File: src/exi_defines.svh
// Register map, field positions, reset values and pin codes of the external interrupt block
`ifndef EXI_DEFINES_SVH
`define EXI_DEFINES_SVH

// ----------------------------------------------------------------
// Register offsets
// ----------------------------------------------------------------
`define EXI_ADDR_PRIO2 8'hF7
`define EXI_ADDR_CFG 8'hE4
`define EXI_ADDR_TCTL 8'h88
`define EXI_ADDR_SKIP 8'hD4
`define EXI_ADDR_IST 8'hC0
`define EXI_ADDR_ICLR 8'hC1
`define EXI_ADDR_IEN 8'hC2

// ----------------------------------------------------------------
// Field positions
// ----------------------------------------------------------------
`define EXI_TCTL_EDGE0 0
`define EXI_TCTL_PEND0 1
`define EXI_TCTL_EDGE1 2
`define EXI_TCTL_PEND1 3
`define EXI_CFG_POL0 3
`define EXI_CFG_POL1 7
`define EXI_CFG_SEL0_LO 0
`define EXI_CFG_SEL1_LO 4

// ----------------------------------------------------------------
// Reset values and masks
// ----------------------------------------------------------------
`define EXI_PRIO2_RST 8'h00
`define EXI_PRIO2_WMASK 8'h0F
`define EXI_SEL0_RST 3'h1
`define EXI_SEL1_RST 3'h0
`define EXI_POL_RST 2'h0
`define EXI_EDGE_RST 2'h0
`define EXI_SKIP_RST 8'h00
`define EXI_IEN_RST 2'h0
`define EXI_PEND_RST 2'h0
`define EXI_IST_RST 2'h0
`define EXI_SYNC_RST 8'hFF
`define EXI_ACT_PREV_RST 2'h3
`define EXI_OUT_RST 8'h00
`define EXI_IRQ_RST 1'h0

// ----------------------------------------------------------------
// Pin select codes
// ----------------------------------------------------------------
`define EXI_SEL_P1_6 3'h6
`define EXI_SEL_P1_7 3'h7

`endif

File: src/exi_pkg.sv
// Types of the external interrupt and priority block
package exi_pkg;

  // ----------------------------------------------------------------
  // Whole state of the block, registered as one word
  // ----------------------------------------------------------------
  typedef struct packed {
    logic [7:0] prio;
    logic [1:0] edge_mode;
    logic [1:0] pend;
    logic [1:0] pol;
    logic [1:0][2:0] sel;
    logic [7:0] skip;
    logic [7:0] sync_a;
    logic [7:0] sync_b;
    logic [1:0] act_prev;
    logic [1:0] ist;
    logic [1:0] ien;
    logic [7:0] rdata;
    logic irq;
    logic [7:0] req_hi;
    logic [7:0] req_lo;
    logic [7:0] pin_out;
    logic [7:0] pin_oe;
  } exi_state_t;

endpackage : exi_pkg

File: src/exi_top.sv
// External interrupt inputs, pending flags and second priority register
`timescale 1ns/1ps
`include "exi_defines.svh"

module exi_top (
  // Clock and reset
  input wire logic clk_sys_i,
  input wire logic rst_n_i,

  // Register port
  input wire logic [7:0] reg_addr_i,
  input wire logic [7:0] reg_wdata_i,
  input wire logic reg_wr_i,
  input wire logic reg_rd_i,
  output logic [7:0] reg_rdata_o,

  // Port pins seen by the interrupt inputs
  input wire logic [7:0] port0_pin_i,
  input wire logic [7:0] port1_pin_i,

  // Crossbar peripheral drive toward the monitored pins
  input wire logic [7:0] periph_out_i,
  input wire logic [7:0] periph_oe_i,
  output logic [7:0] pin_out_o,
  output logic [7:0] pin_oe_o,
  output logic [7:0] crossbar_skip_o,

  // Eight on-chip sources and their priority split
  input wire logic [7:0] src_irq_i,
  output logic [7:0] src_req_high_o,
  output logic [7:0] src_req_low_o,

  // CPU interrupt sequencer
  input wire logic [1:0] ext_irq_vector_i,
  output logic [1:0] ext_irq_pending_o,

  // Block interrupt
  output logic irq_o
);

  // ----------------------------------------------------------------
  // Reset image
  // ----------------------------------------------------------------
  localparam exi_pkg::exi_state_t RESET_S = '{
    prio: `EXI_PRIO2_RST,
    edge_mode: `EXI_EDGE_RST,
    pend: `EXI_PEND_RST,
    pol: `EXI_POL_RST,
    sel: {`EXI_SEL1_RST, `EXI_SEL0_RST},
    skip: `EXI_SKIP_RST,
    // Idle image in the synchronisers so release makes no false edge
    sync_a: `EXI_SYNC_RST,
    sync_b: `EXI_SYNC_RST,
    act_prev: `EXI_ACT_PREV_RST,
    ist: `EXI_IST_RST,
    ien: `EXI_IEN_RST,
    rdata: `EXI_OUT_RST,
    irq: `EXI_IRQ_RST,
    req_hi: `EXI_OUT_RST,
    req_lo: `EXI_OUT_RST,
    pin_out: `EXI_OUT_RST,
    pin_oe: `EXI_OUT_RST
  };

  exi_pkg::exi_state_t state_q;
  exi_pkg::exi_state_t state_d;

  // ----------------------------------------------------------------
  // Per-input pin select and polarity
  // ----------------------------------------------------------------
  logic [7:0] cand_pin;
  logic [1:0] act;
  logic [1:0] act_edge;

  // Candidate pins in select-code order
  assign cand_pin = state_q.sync_b;

  genvar ch;
  generate
    for (ch = 0; ch < 2; ch++) begin : g_chan
      logic sel_level;
      assign sel_level = cand_pin[state_q.sel[ch]];
      // Active when the pin matches the polarity
      assign act[ch] = state_q.pol[ch] ? sel_level : ~sel_level;
      assign act_edge[ch] = act[ch] & ~state_q.act_prev[ch];
    end
  endgenerate

  // ----------------------------------------------------------------
  // Decoded bus strobes
  // ----------------------------------------------------------------
  logic wr_prio;
  logic wr_cfg;
  logic wr_tctl;
  logic wr_skip;
  logic wr_iclr;
  logic wr_ien;

  assign wr_prio = reg_wr_i && (reg_addr_i == `EXI_ADDR_PRIO2);
  assign wr_cfg = reg_wr_i && (reg_addr_i == `EXI_ADDR_CFG);
  assign wr_tctl = reg_wr_i && (reg_addr_i == `EXI_ADDR_TCTL);
  assign wr_skip = reg_wr_i && (reg_addr_i == `EXI_ADDR_SKIP);
  assign wr_iclr = reg_wr_i && (reg_addr_i == `EXI_ADDR_ICLR);
  assign wr_ien = reg_wr_i && (reg_addr_i == `EXI_ADDR_IEN);

  // ----------------------------------------------------------------
  // Register images for reads
  // ----------------------------------------------------------------
  logic [7:0] tctl_img;
  logic [7:0] cfg_img;
  logic [1:0] tctl_pend_wr;

  always_comb begin
    tctl_img = 8'h00;
    tctl_img[`EXI_TCTL_EDGE0] = state_q.edge_mode[0];
    tctl_img[`EXI_TCTL_PEND0] = state_q.pend[0];
    tctl_img[`EXI_TCTL_EDGE1] = state_q.edge_mode[1];
    tctl_img[`EXI_TCTL_PEND1] = state_q.pend[1];
  end

  // ----------------------------------------------------------------
  // Configuration register image
  // ----------------------------------------------------------------
  always_comb begin
    cfg_img = 8'h00;
    cfg_img[`EXI_CFG_POL0] = state_q.pol[0];
    cfg_img[`EXI_CFG_POL1] = state_q.pol[1];
    cfg_img[`EXI_CFG_SEL0_LO +: 3] = state_q.sel[0];
    cfg_img[`EXI_CFG_SEL1_LO +: 3] = state_q.sel[1];
  end

  assign tctl_pend_wr = {reg_wdata_i[`EXI_TCTL_PEND1], reg_wdata_i[`EXI_TCTL_PEND0]};

  // ----------------------------------------------------------------
  // Candidate pin gather in select-code order
  // ----------------------------------------------------------------
  logic [7:0] pin_raw;

  genvar gp;
  generate
    for (gp = 0; gp < 8; gp++) begin : g_gather
      if (gp == `EXI_SEL_P1_6 || gp == `EXI_SEL_P1_7) begin : g_port1
        assign pin_raw[gp] = port1_pin_i[gp];
      end else begin : g_port0
        assign pin_raw[gp] = port0_pin_i[gp];
      end
    end
  endgenerate

  // ----------------------------------------------------------------
  // Write data fields
  // ----------------------------------------------------------------
  logic [1:0] wr_pol;
  logic [1:0][2:0] wr_sel;
  logic [1:0] wr_edge;
  logic [7:0] prio_next;
  logic [7:0] skip_next;

  assign wr_pol = {reg_wdata_i[`EXI_CFG_POL1], reg_wdata_i[`EXI_CFG_POL0]};
  assign wr_sel = {reg_wdata_i[`EXI_CFG_SEL1_LO +: 3], reg_wdata_i[`EXI_CFG_SEL0_LO +: 3]};
  assign wr_edge = {reg_wdata_i[`EXI_TCTL_EDGE1], reg_wdata_i[`EXI_TCTL_EDGE0]};
  // Upper priority bits stay read-only zero
  assign prio_next = wr_prio ? ((state_q.prio & ~`EXI_PRIO2_WMASK) | (reg_wdata_i & `EXI_PRIO2_WMASK)) : state_q.prio;
  assign skip_next = wr_skip ? reg_wdata_i : state_q.skip;

  // ----------------------------------------------------------------
  // Pending flag per input
  // ----------------------------------------------------------------
  logic [1:0] pend_next;

  genvar pc;
  generate
    for (pc = 0; pc < 2; pc++) begin : g_pend
      logic pend_nx;
      always_comb begin
        pend_nx = state_q.pend[pc];
        if (state_q.edge_mode[pc]) begin
          // Software may set or clear the flag in edge mode only
          if (wr_tctl) begin
            pend_nx = tctl_pend_wr[pc];
          end
          if (ext_irq_vector_i[pc]) begin
            pend_nx = 1'b0;
          end
          // A new edge wins over any clear
          if (act_edge[pc]) begin
            pend_nx = 1'b1;
          end
        end else begin
          // Still active after the handler means a fresh request
          pend_nx = act[pc];
        end
      end
      assign pend_next[pc] = pend_nx;
    end
  endgenerate

  // ----------------------------------------------------------------
  // Sticky event status
  // ----------------------------------------------------------------
  logic [1:0] ist_clr;
  logic [1:0] ist_next;

  assign ist_clr = wr_iclr ? reg_wdata_i[1:0] : 2'h0;
  // Set wins over clear so no event is lost
  assign ist_next = (state_q.ist & ~ist_clr) | act_edge;

  // ----------------------------------------------------------------
  // Block interrupt
  // ----------------------------------------------------------------
  logic [1:0] ien_next;
  logic irq_next;

  assign ien_next = wr_ien ? reg_wdata_i[1:0] : state_q.ien;
  assign irq_next = |(ist_next & ien_next);

  // ----------------------------------------------------------------
  // Crossbar drive per monitored pin
  // ----------------------------------------------------------------
  logic [7:0] oe_next;

  genvar pn;
  generate
    for (pn = 0; pn < 8; pn++) begin : g_pin
      // A skipped pin is left to the interrupt input alone
      assign oe_next[pn] = periph_oe_i[pn] & ~state_q.skip[pn];
    end
  endgenerate

  // ----------------------------------------------------------------
  // Priority split per on-chip source
  // ----------------------------------------------------------------
  logic [7:0] hi_next;
  logic [7:0] lo_next;

  genvar sr;
  generate
    for (sr = 0; sr < 8; sr++) begin : g_src
      assign hi_next[sr] = src_irq_i[sr] & state_q.prio[sr];
      assign lo_next[sr] = src_irq_i[sr] & ~state_q.prio[sr];
    end
  endgenerate

  // ----------------------------------------------------------------
  // Read multiplexer
  // ----------------------------------------------------------------
  logic [7:0] rd_img;

  always_comb begin
    case (reg_addr_i)
      `EXI_ADDR_PRIO2: rd_img = state_q.prio;
      `EXI_ADDR_CFG: rd_img = cfg_img;
      `EXI_ADDR_TCTL: rd_img = tctl_img;
      `EXI_ADDR_SKIP: rd_img = state_q.skip;
      `EXI_ADDR_IST: rd_img = {6'h00, state_q.ist};
      `EXI_ADDR_IEN: rd_img = {6'h00, state_q.ien};
      default: rd_img = 8'h00;
    endcase
  end

  // ----------------------------------------------------------------
  // Next state
  // ----------------------------------------------------------------
  always_comb begin
    state_d = state_q;

    // Two-flop pin synchronisers
    state_d.sync_a = pin_raw;
    state_d.sync_b = state_q.sync_a;
    state_d.act_prev = act;

    // Priority register, upper half read only
    state_d.prio = prio_next;

    // Polarity and pin select
    if (wr_cfg) begin
      state_d.pol = wr_pol;
      state_d.sel = wr_sel;
    end

    // Sensitivity bits
    if (wr_tctl) begin
      state_d.edge_mode = wr_edge;
    end

    // Crossbar skip bits
    state_d.skip = skip_next;

    // Pending flags, status and block interrupt
    state_d.pend = pend_next;
    state_d.ist = ist_next;
    state_d.ien = ien_next;
    state_d.irq = irq_next;

    // Priority split toward the CPU
    state_d.req_hi = hi_next;
    state_d.req_lo = lo_next;

    // Peripheral drive passes untouched unless the pin is skipped
    state_d.pin_out = periph_out_i;
    state_d.pin_oe = oe_next;

    // Read data stands one cycle after the strobe only
    state_d.rdata = reg_rd_i ? rd_img : 8'h00;
  end

  // ----------------------------------------------------------------
  // State register
  // ----------------------------------------------------------------
  always_ff @(posedge clk_sys_i or negedge rst_n_i) begin
    if (!rst_n_i) begin
      state_q <= RESET_S;
    end else begin
      state_q <= state_d;
    end
  end

  // ----------------------------------------------------------------
  // Outputs toward software
  // ----------------------------------------------------------------
  assign reg_rdata_o = state_q.rdata;
  assign irq_o = state_q.irq;

  // ----------------------------------------------------------------
  // Outputs toward the crossbar
  // ----------------------------------------------------------------
  assign pin_out_o = state_q.pin_out;
  assign pin_oe_o = state_q.pin_oe;
  assign crossbar_skip_o = state_q.skip;

  // ----------------------------------------------------------------
  // Outputs toward the CPU
  // ----------------------------------------------------------------
  assign src_req_high_o = state_q.req_hi;
  assign src_req_low_o = state_q.req_lo;
  assign ext_irq_pending_o = state_q.pend;

endmodule : exi_top

File: config.mk
export PLATFORM = sky130hd
export DESIGN_NAME = exi_top
export DESIGN_NICKNAME = d
export VERILOG_FILES = /design/src/exi_pkg.sv /design/src/exi_top.sv
export VERILOG_INCLUDE_DIRS = /design/src
export SDC_FILE = /design/constraint.sdc
export NUM_CORES = 1
export LEC_CHECK = 0
export BUFFER_PORTS_ARGS = -buffer_cell sky130_fd_sc_hd__buf_2
export CELL_PAD_IN_SITES_DETAIL_PLACEMENT = 1
export CELL_PAD_IN_SITES_GLOBAL_PLACEMENT = 2
export CORE_AREA = 2 2 109 111
export DETAILED_ROUTE_END_ITERATION = 16
export DIE_AREA = 0 0 111 113
export GPL_ROUTABILITY_DRIVEN = 0
export PLACE_DENSITY = 0.76
export SLEW_MARGIN = 20
export SYNTH_ARGS = -nofsm -noshare
export SYNTH_HDL_FRONTEND = slang
export SYNTH_SLANG_ARGS = --single-unit
export TNS_END_PERCENT = 1
File: constraint.sdc
create_clock -name clk_sys_i -period 2.4 [get_ports clk_sys_i]
set_input_delay 0.36 -clock clk_sys_i [delete_from_list [all_inputs] [get_ports clk_sys_i]]
set_output_delay 0.36 -clock clk_sys_i [all_outputs]
set_load 0.05 [all_outputs]
; ---- Yosys cells after proc, flatten, opt, wreduce, memory -nomap -nowiden
; Index checks and enable logic that the tools add are counted.
[word_totals]
ff_bits = 91
inputBits = 62
out_inout_bits = 51
wordCells = 106
[classes]
n_lt_le_gt_ge = 2
eq_ne = 9
mux = 18
bitwise = 51
n_reduce_logical = 7
[ops]
columns = operator, count
row1 = 8-bit equality test (second input constant), 7
row2 = 8-bit case mux with 6 select lines, 1
row3 = 1-bit bitwise AND, 26
row4 = 1-bit NOT, 20
row5 = 1-bit two-way mux, 12
row6 = 3-bit by 4-bit < comparator with 1-bit output (second input constant), 2
row7 = 8-bit two-way mux, 1
row8 = 4-bit by 2-bit != test with 1-bit output (second input constant), 2
row9 = 8-bit by 4-bit OR with 8-bit output, 1
row10 = 1-bit binary-select mux with 3-bit select, 2
row11 = 1-bit logical AND, 6
row12 = 2-bit bitwise AND, 2
row13 = 2-bit two-way mux, 2
row14 = 2-bit NOT, 1
row15 = 2-bit OR, 1
row16 = 2-bit OR reduction, 1

; ---- Logic depth before layout (Yosys ltp)
[depth]
depth_word = 8
ltp_mapped = 7
mapped_depth_nobuf = 6

; ---- Worst setup path after synthesis
; OpenSTA, ideal clock, no wires.
[synth_timing]
path_type = input-to-reg
from = in reg_addr_i[1]
to = reg state_q, in the netlist ext_irq_pending_o[1]
setup_ps = 122
arrival_ps = 1823
required_time_ps = 2278
path_slack_ps = 455
stages = 6
path_buffers = 1
path_cell_list = buf_6 -> or3_4 -> nor4_4 -> nand2_2 -> mux2_4 -> a32o_1
[synth_via]
elab_chain_cells = 3
[synth_lines]
columns = item, line_no
row1 = "start, declared", exi_top.sv:11  ; input wire logic [7:0] reg_addr_i,
row2 = 8-bit equality test, --
row3 = 1-bit logical AND, exi_top.sv:101  ; assign wr_tctl = reg_wr_i && (reg_addr_i == `EXI_ADDR_TCTL);
row4 = 4-bit by 2-bit != test with 1-bit output (no line), --
row5 = "end signal, assigned", exi_top.sv:314  ; state_q <= state_d;
row6 = "end, declared", exi_top.sv:65  ; exi_pkg::exi_state_t state_q;
; Every way passes these cells.
; A chain may end at the register's enable or synchronous reset.

; ---- Worst setup path in the final report
[layout_timing]
from = reg state_q, in the netlist cfg_img[0]
to = reg state_q, in the netlist irq_o
[layout_via]
elab_chain_cells = 8
[layout_lines]
columns = item, line_no
row1 = 1-bit binary-select mux with 3-bit select (*), exi_top.sv:82  ; assign sel_level = cand_pin[state_q.sel[ch]];
row2 = 1-bit two-way mux (implied by the code) (*), exi_top.sv:82
row3 = 1-bit NOT, exi_top.sv:84  ; assign act[ch] = state_q.pol[ch] ? sel_level : ~sel_level;
row4 = 1-bit two-way mux (*), exi_top.sv:84
row5 = 1-bit bitwise AND (*), exi_top.sv:85  ; assign act_edge[ch] = act[ch] & ~state_q.act_prev[ch];
row6 = 2-bit OR (*), exi_top.sv:206  ; assign ist_next = (state_q.ist & ~ist_clr) | act_edge;
row7 = net ist_next[0], exi_top.sv:202  ; logic [1:0] ist_next;
row8 = 2-bit bitwise AND (*), exi_top.sv:215  ; assign irq_next = |(ist_next & ien_next);
row9 = 2-bit OR reduction (*), exi_top.sv:215
row10 = net irq_next, exi_top.sv:212  ; logic irq_next;
; Mark *: on every way through the listed nets, which the timed path passes. The rest lies on a longest branch. The select of a mux whose other input is x is not followed.

==> flow_summary.ini <==
[synth]
syn_inst = 286
ys_warn_count = 0
ys.flop_type = dfrtp_1
ys_seq_area_frac = 0.593
async_flop_share = 1.00
syn_area_um2 = 3540
yosysTopAreaCellShare = 0.452
yosys.area_share.xor_xnor = 0.00495
synth_top_family_by_area = buffers and inverters
synth_adder_area_share = 0
avgSynthCellArea_um2 = 12.4
synth-edff-count = 0
ys_ff_latch = 83
synthMuxAreaShare = 0.0958
synth_compound_area_frac = 0.0654
synth_area_leaders = dfrtp_1 45%, dfstp_2 14%, buf_4 11%, mux2_2 5.4%, nor2b_1 3.4%
synthSimpleGateAreaFrac = 0.115
synth_cell_types = 43
yosysTopAreaCell = dfrtp_1

[flow_run]
maxCapViolations = 0

[layout]
final_common_cell = buf_2
syn2layout_area_growth_pct = 17.8
layout-drive-gt1-share = 0.458
fillers = 1248
fin_nets = 406
n_antenna_cell = 0
finalCoreUtilization = 0.370
layout_common_cells = 99 x buf_2, 64 x dfrtp_1, 19 x nor2b_1, 19 x dfstp_2

[clock_tree]
cts_setup_buffers = 0
clkTransAtPathRegs_ns = 0.06
cts_buffers = 9
ctsLongestPathBuffers = 2
cts_resized = 0
cts_root_buf = clkbuf_16
cts_tree = done
clock_sinks = 83
ctsHoldBuffers = 0
htree_num_levels = 3
insertion_delay_ns = 0.33

[route]
dr.pass1.iters = 4
wl_mm = 7.39
post_drt_wl_per_cell_um = 15.0
num_vias = 2241
postRouteAntennaNets = 0
drc_errors = 0
vias_per_cell = 4.55
initialDrtViolationCount = 63

[sta]
worstMarginPinSlew_ns = 0.545
tns_ns = 0
fmax_ghz = 0.527
fin_crit_ns = 1.90
min_period_over_period = 0.790
setup-violations-final = 0
max-slew-margin-rel = 0.637
grt_setup_unrepaired = false
slew_viol_final = 0
hold_viol_final = 0
clock_skew_ns = 0.00474

[floorplanning]
ioPinCount = 113
initial_core_util = 0.314
core_um2 = 11300
dieHeight_um = 113
rows = 39
die_area_um2 = 12500
fp.dieW_um = 111

[place]
place_hpwl_mm = 5.66
io_buffers = 100

[grt]
grt_overflow = 0
grt_pass1_vias = 2391
grt_max_degree = 44
grt_first_pass_wirelength_mm = 12.3
grt_use_total = 0.127
antenna_found_initial = 1

[worst_setup_path]
crit_type = reg -> reg
path_buf_inv = 0
critPathLaunchType = flip-flop
rr_endpoint = irq_o
crit_start = cfg_img[0]
critPathMaxStageDelay_ns = 0.62
cp_cell_sequence = mux2i_1, mux4_2, xnor2_1, o21ai_0, a22o_1
cp_data_arrival_time_ns = 2.12
reg2reg_setup_slack_ns = 0.50
required_ns = 2.62
reg2reg_from = cfg_img[0]
crit_slowest_cell = dfstp_2
worst_setup_path_end_kind = flip-flop
r2r_cells = 5
cp_max_fo = 6
cp_top_family = flip-flops

[power_and_ir_drop]
p_per_area_nw_per_um2 = 801
leakagePower_nw = 2.00
ir_worst_vdd_mv = 0.356
power_w = 0.00334

[worst_hold_path]
min_path_type = in -> async

[run_status]
status = complete, no violations
-- cell usage after synthesis, types with 6 or more instances --
| library cell | instances |
|---|---|
| nor2_1 | 10 |
| clkbuf_1 | 7 |
| dfrtp_1 | 64 |
| nand2_1 | 17 |
| buf_4 | 50 |
| o21ai_0 | 10 |
| mux2_2 | 17 |
| nor2b_1 | 19 |
| mux2i_1 | 11 |
| a22oi_1 | 11 |
| dfstp_2 | 19 |
| inv_1 | 6 |
-- report_power, final --
group	total (W)	internal [W]	leakage [nW]	switching (W)
Sequential	0.00153	0.00148	1.02	0.0000435
Combinational	0.000369	0.000113	0.825	0.000256
Clock	0.00145	0.000912	0.153	0.000536
-- worst max-delay path by stage --
stage / end / cells after the start
4_1_cts: irq_o / 5
2_1_floorplan: ext_irq_pending_o[1] / 6
5_1_grt: irq_o / 5
6_report: irq_o / 5
3_3_place_gp: ext_irq_pending_o[1] / 6
3_5_place_dp: ext_irq_pending_o[1] / 6
-- metrics by stage --
step | hold slack, ns | instance area [um2] | worst slack [ns] | cells
after CTS | 0.0209 | 4170 | 0.446 | 492
after floorplan | 0.0644 | 3550 | 0.455 | 289
after global routing | 0.0508 | 4170 | 0.407 | 492
final | 0.0158 | 4170 | 0.503 | 492
after detailed placement | 0.347 | 3850 | 0.292 | 476
after global placement | 0.347 | 3850 | 0.321 | 476
-- metal layers --
layer	up-vias	global-route usage	routed length (um)
li1	1038	-	-
met4	2	0.0650	133
met5	-	0	12
met1	1118	0.151	3030
met3	12	0.0386	445
met2	71	0.210	3770
-- cell families (layout without fill, tap and decap cells) --
family                 count (synthesis)  in the layout
multiplexers                          30             30
XOR/XNOR                               2              2
buffers and inverters                 65            125
AND/OR/NAND/NOR                       72             72
AO/OA/AOI/OAI                         33             33
other                                  1              4
flip-flops                            83             83
-- worst reg2reg max path: stages (launching register included) --
cell,delay (ns)
dfstp_2,0.62
mux2i_1,0.10
mux4_2,0.48
xnor2_1,0.22
o21ai_0,0.14
a22o_1,0.22
-- cell type report --
class	count	area, um2	area share
Multi-Input combinational cell	141	1010	0.242
Inverter	6	22.5	0.00540
Clock inverter	6	90.1	0.0216
Sequential cell	83	2100	0.504
Tap cell	143	179	0.0429
Clock buffer	10	229	0.0549
Timing Repair Buffer	103	538	0.129
-- sequential cells by signal, indices dropped and copies added, names as in the netlist, 8 cells and up --
register	count
src_req_low_o	8
reg_rdata_o	8
cfg_img	8
state_d	8
crossbar_skip_o	8
cand_pin	8
state_q	12
pin_oe_o	8
pin_out_o	8
Power figures use the tool's default switching activity.
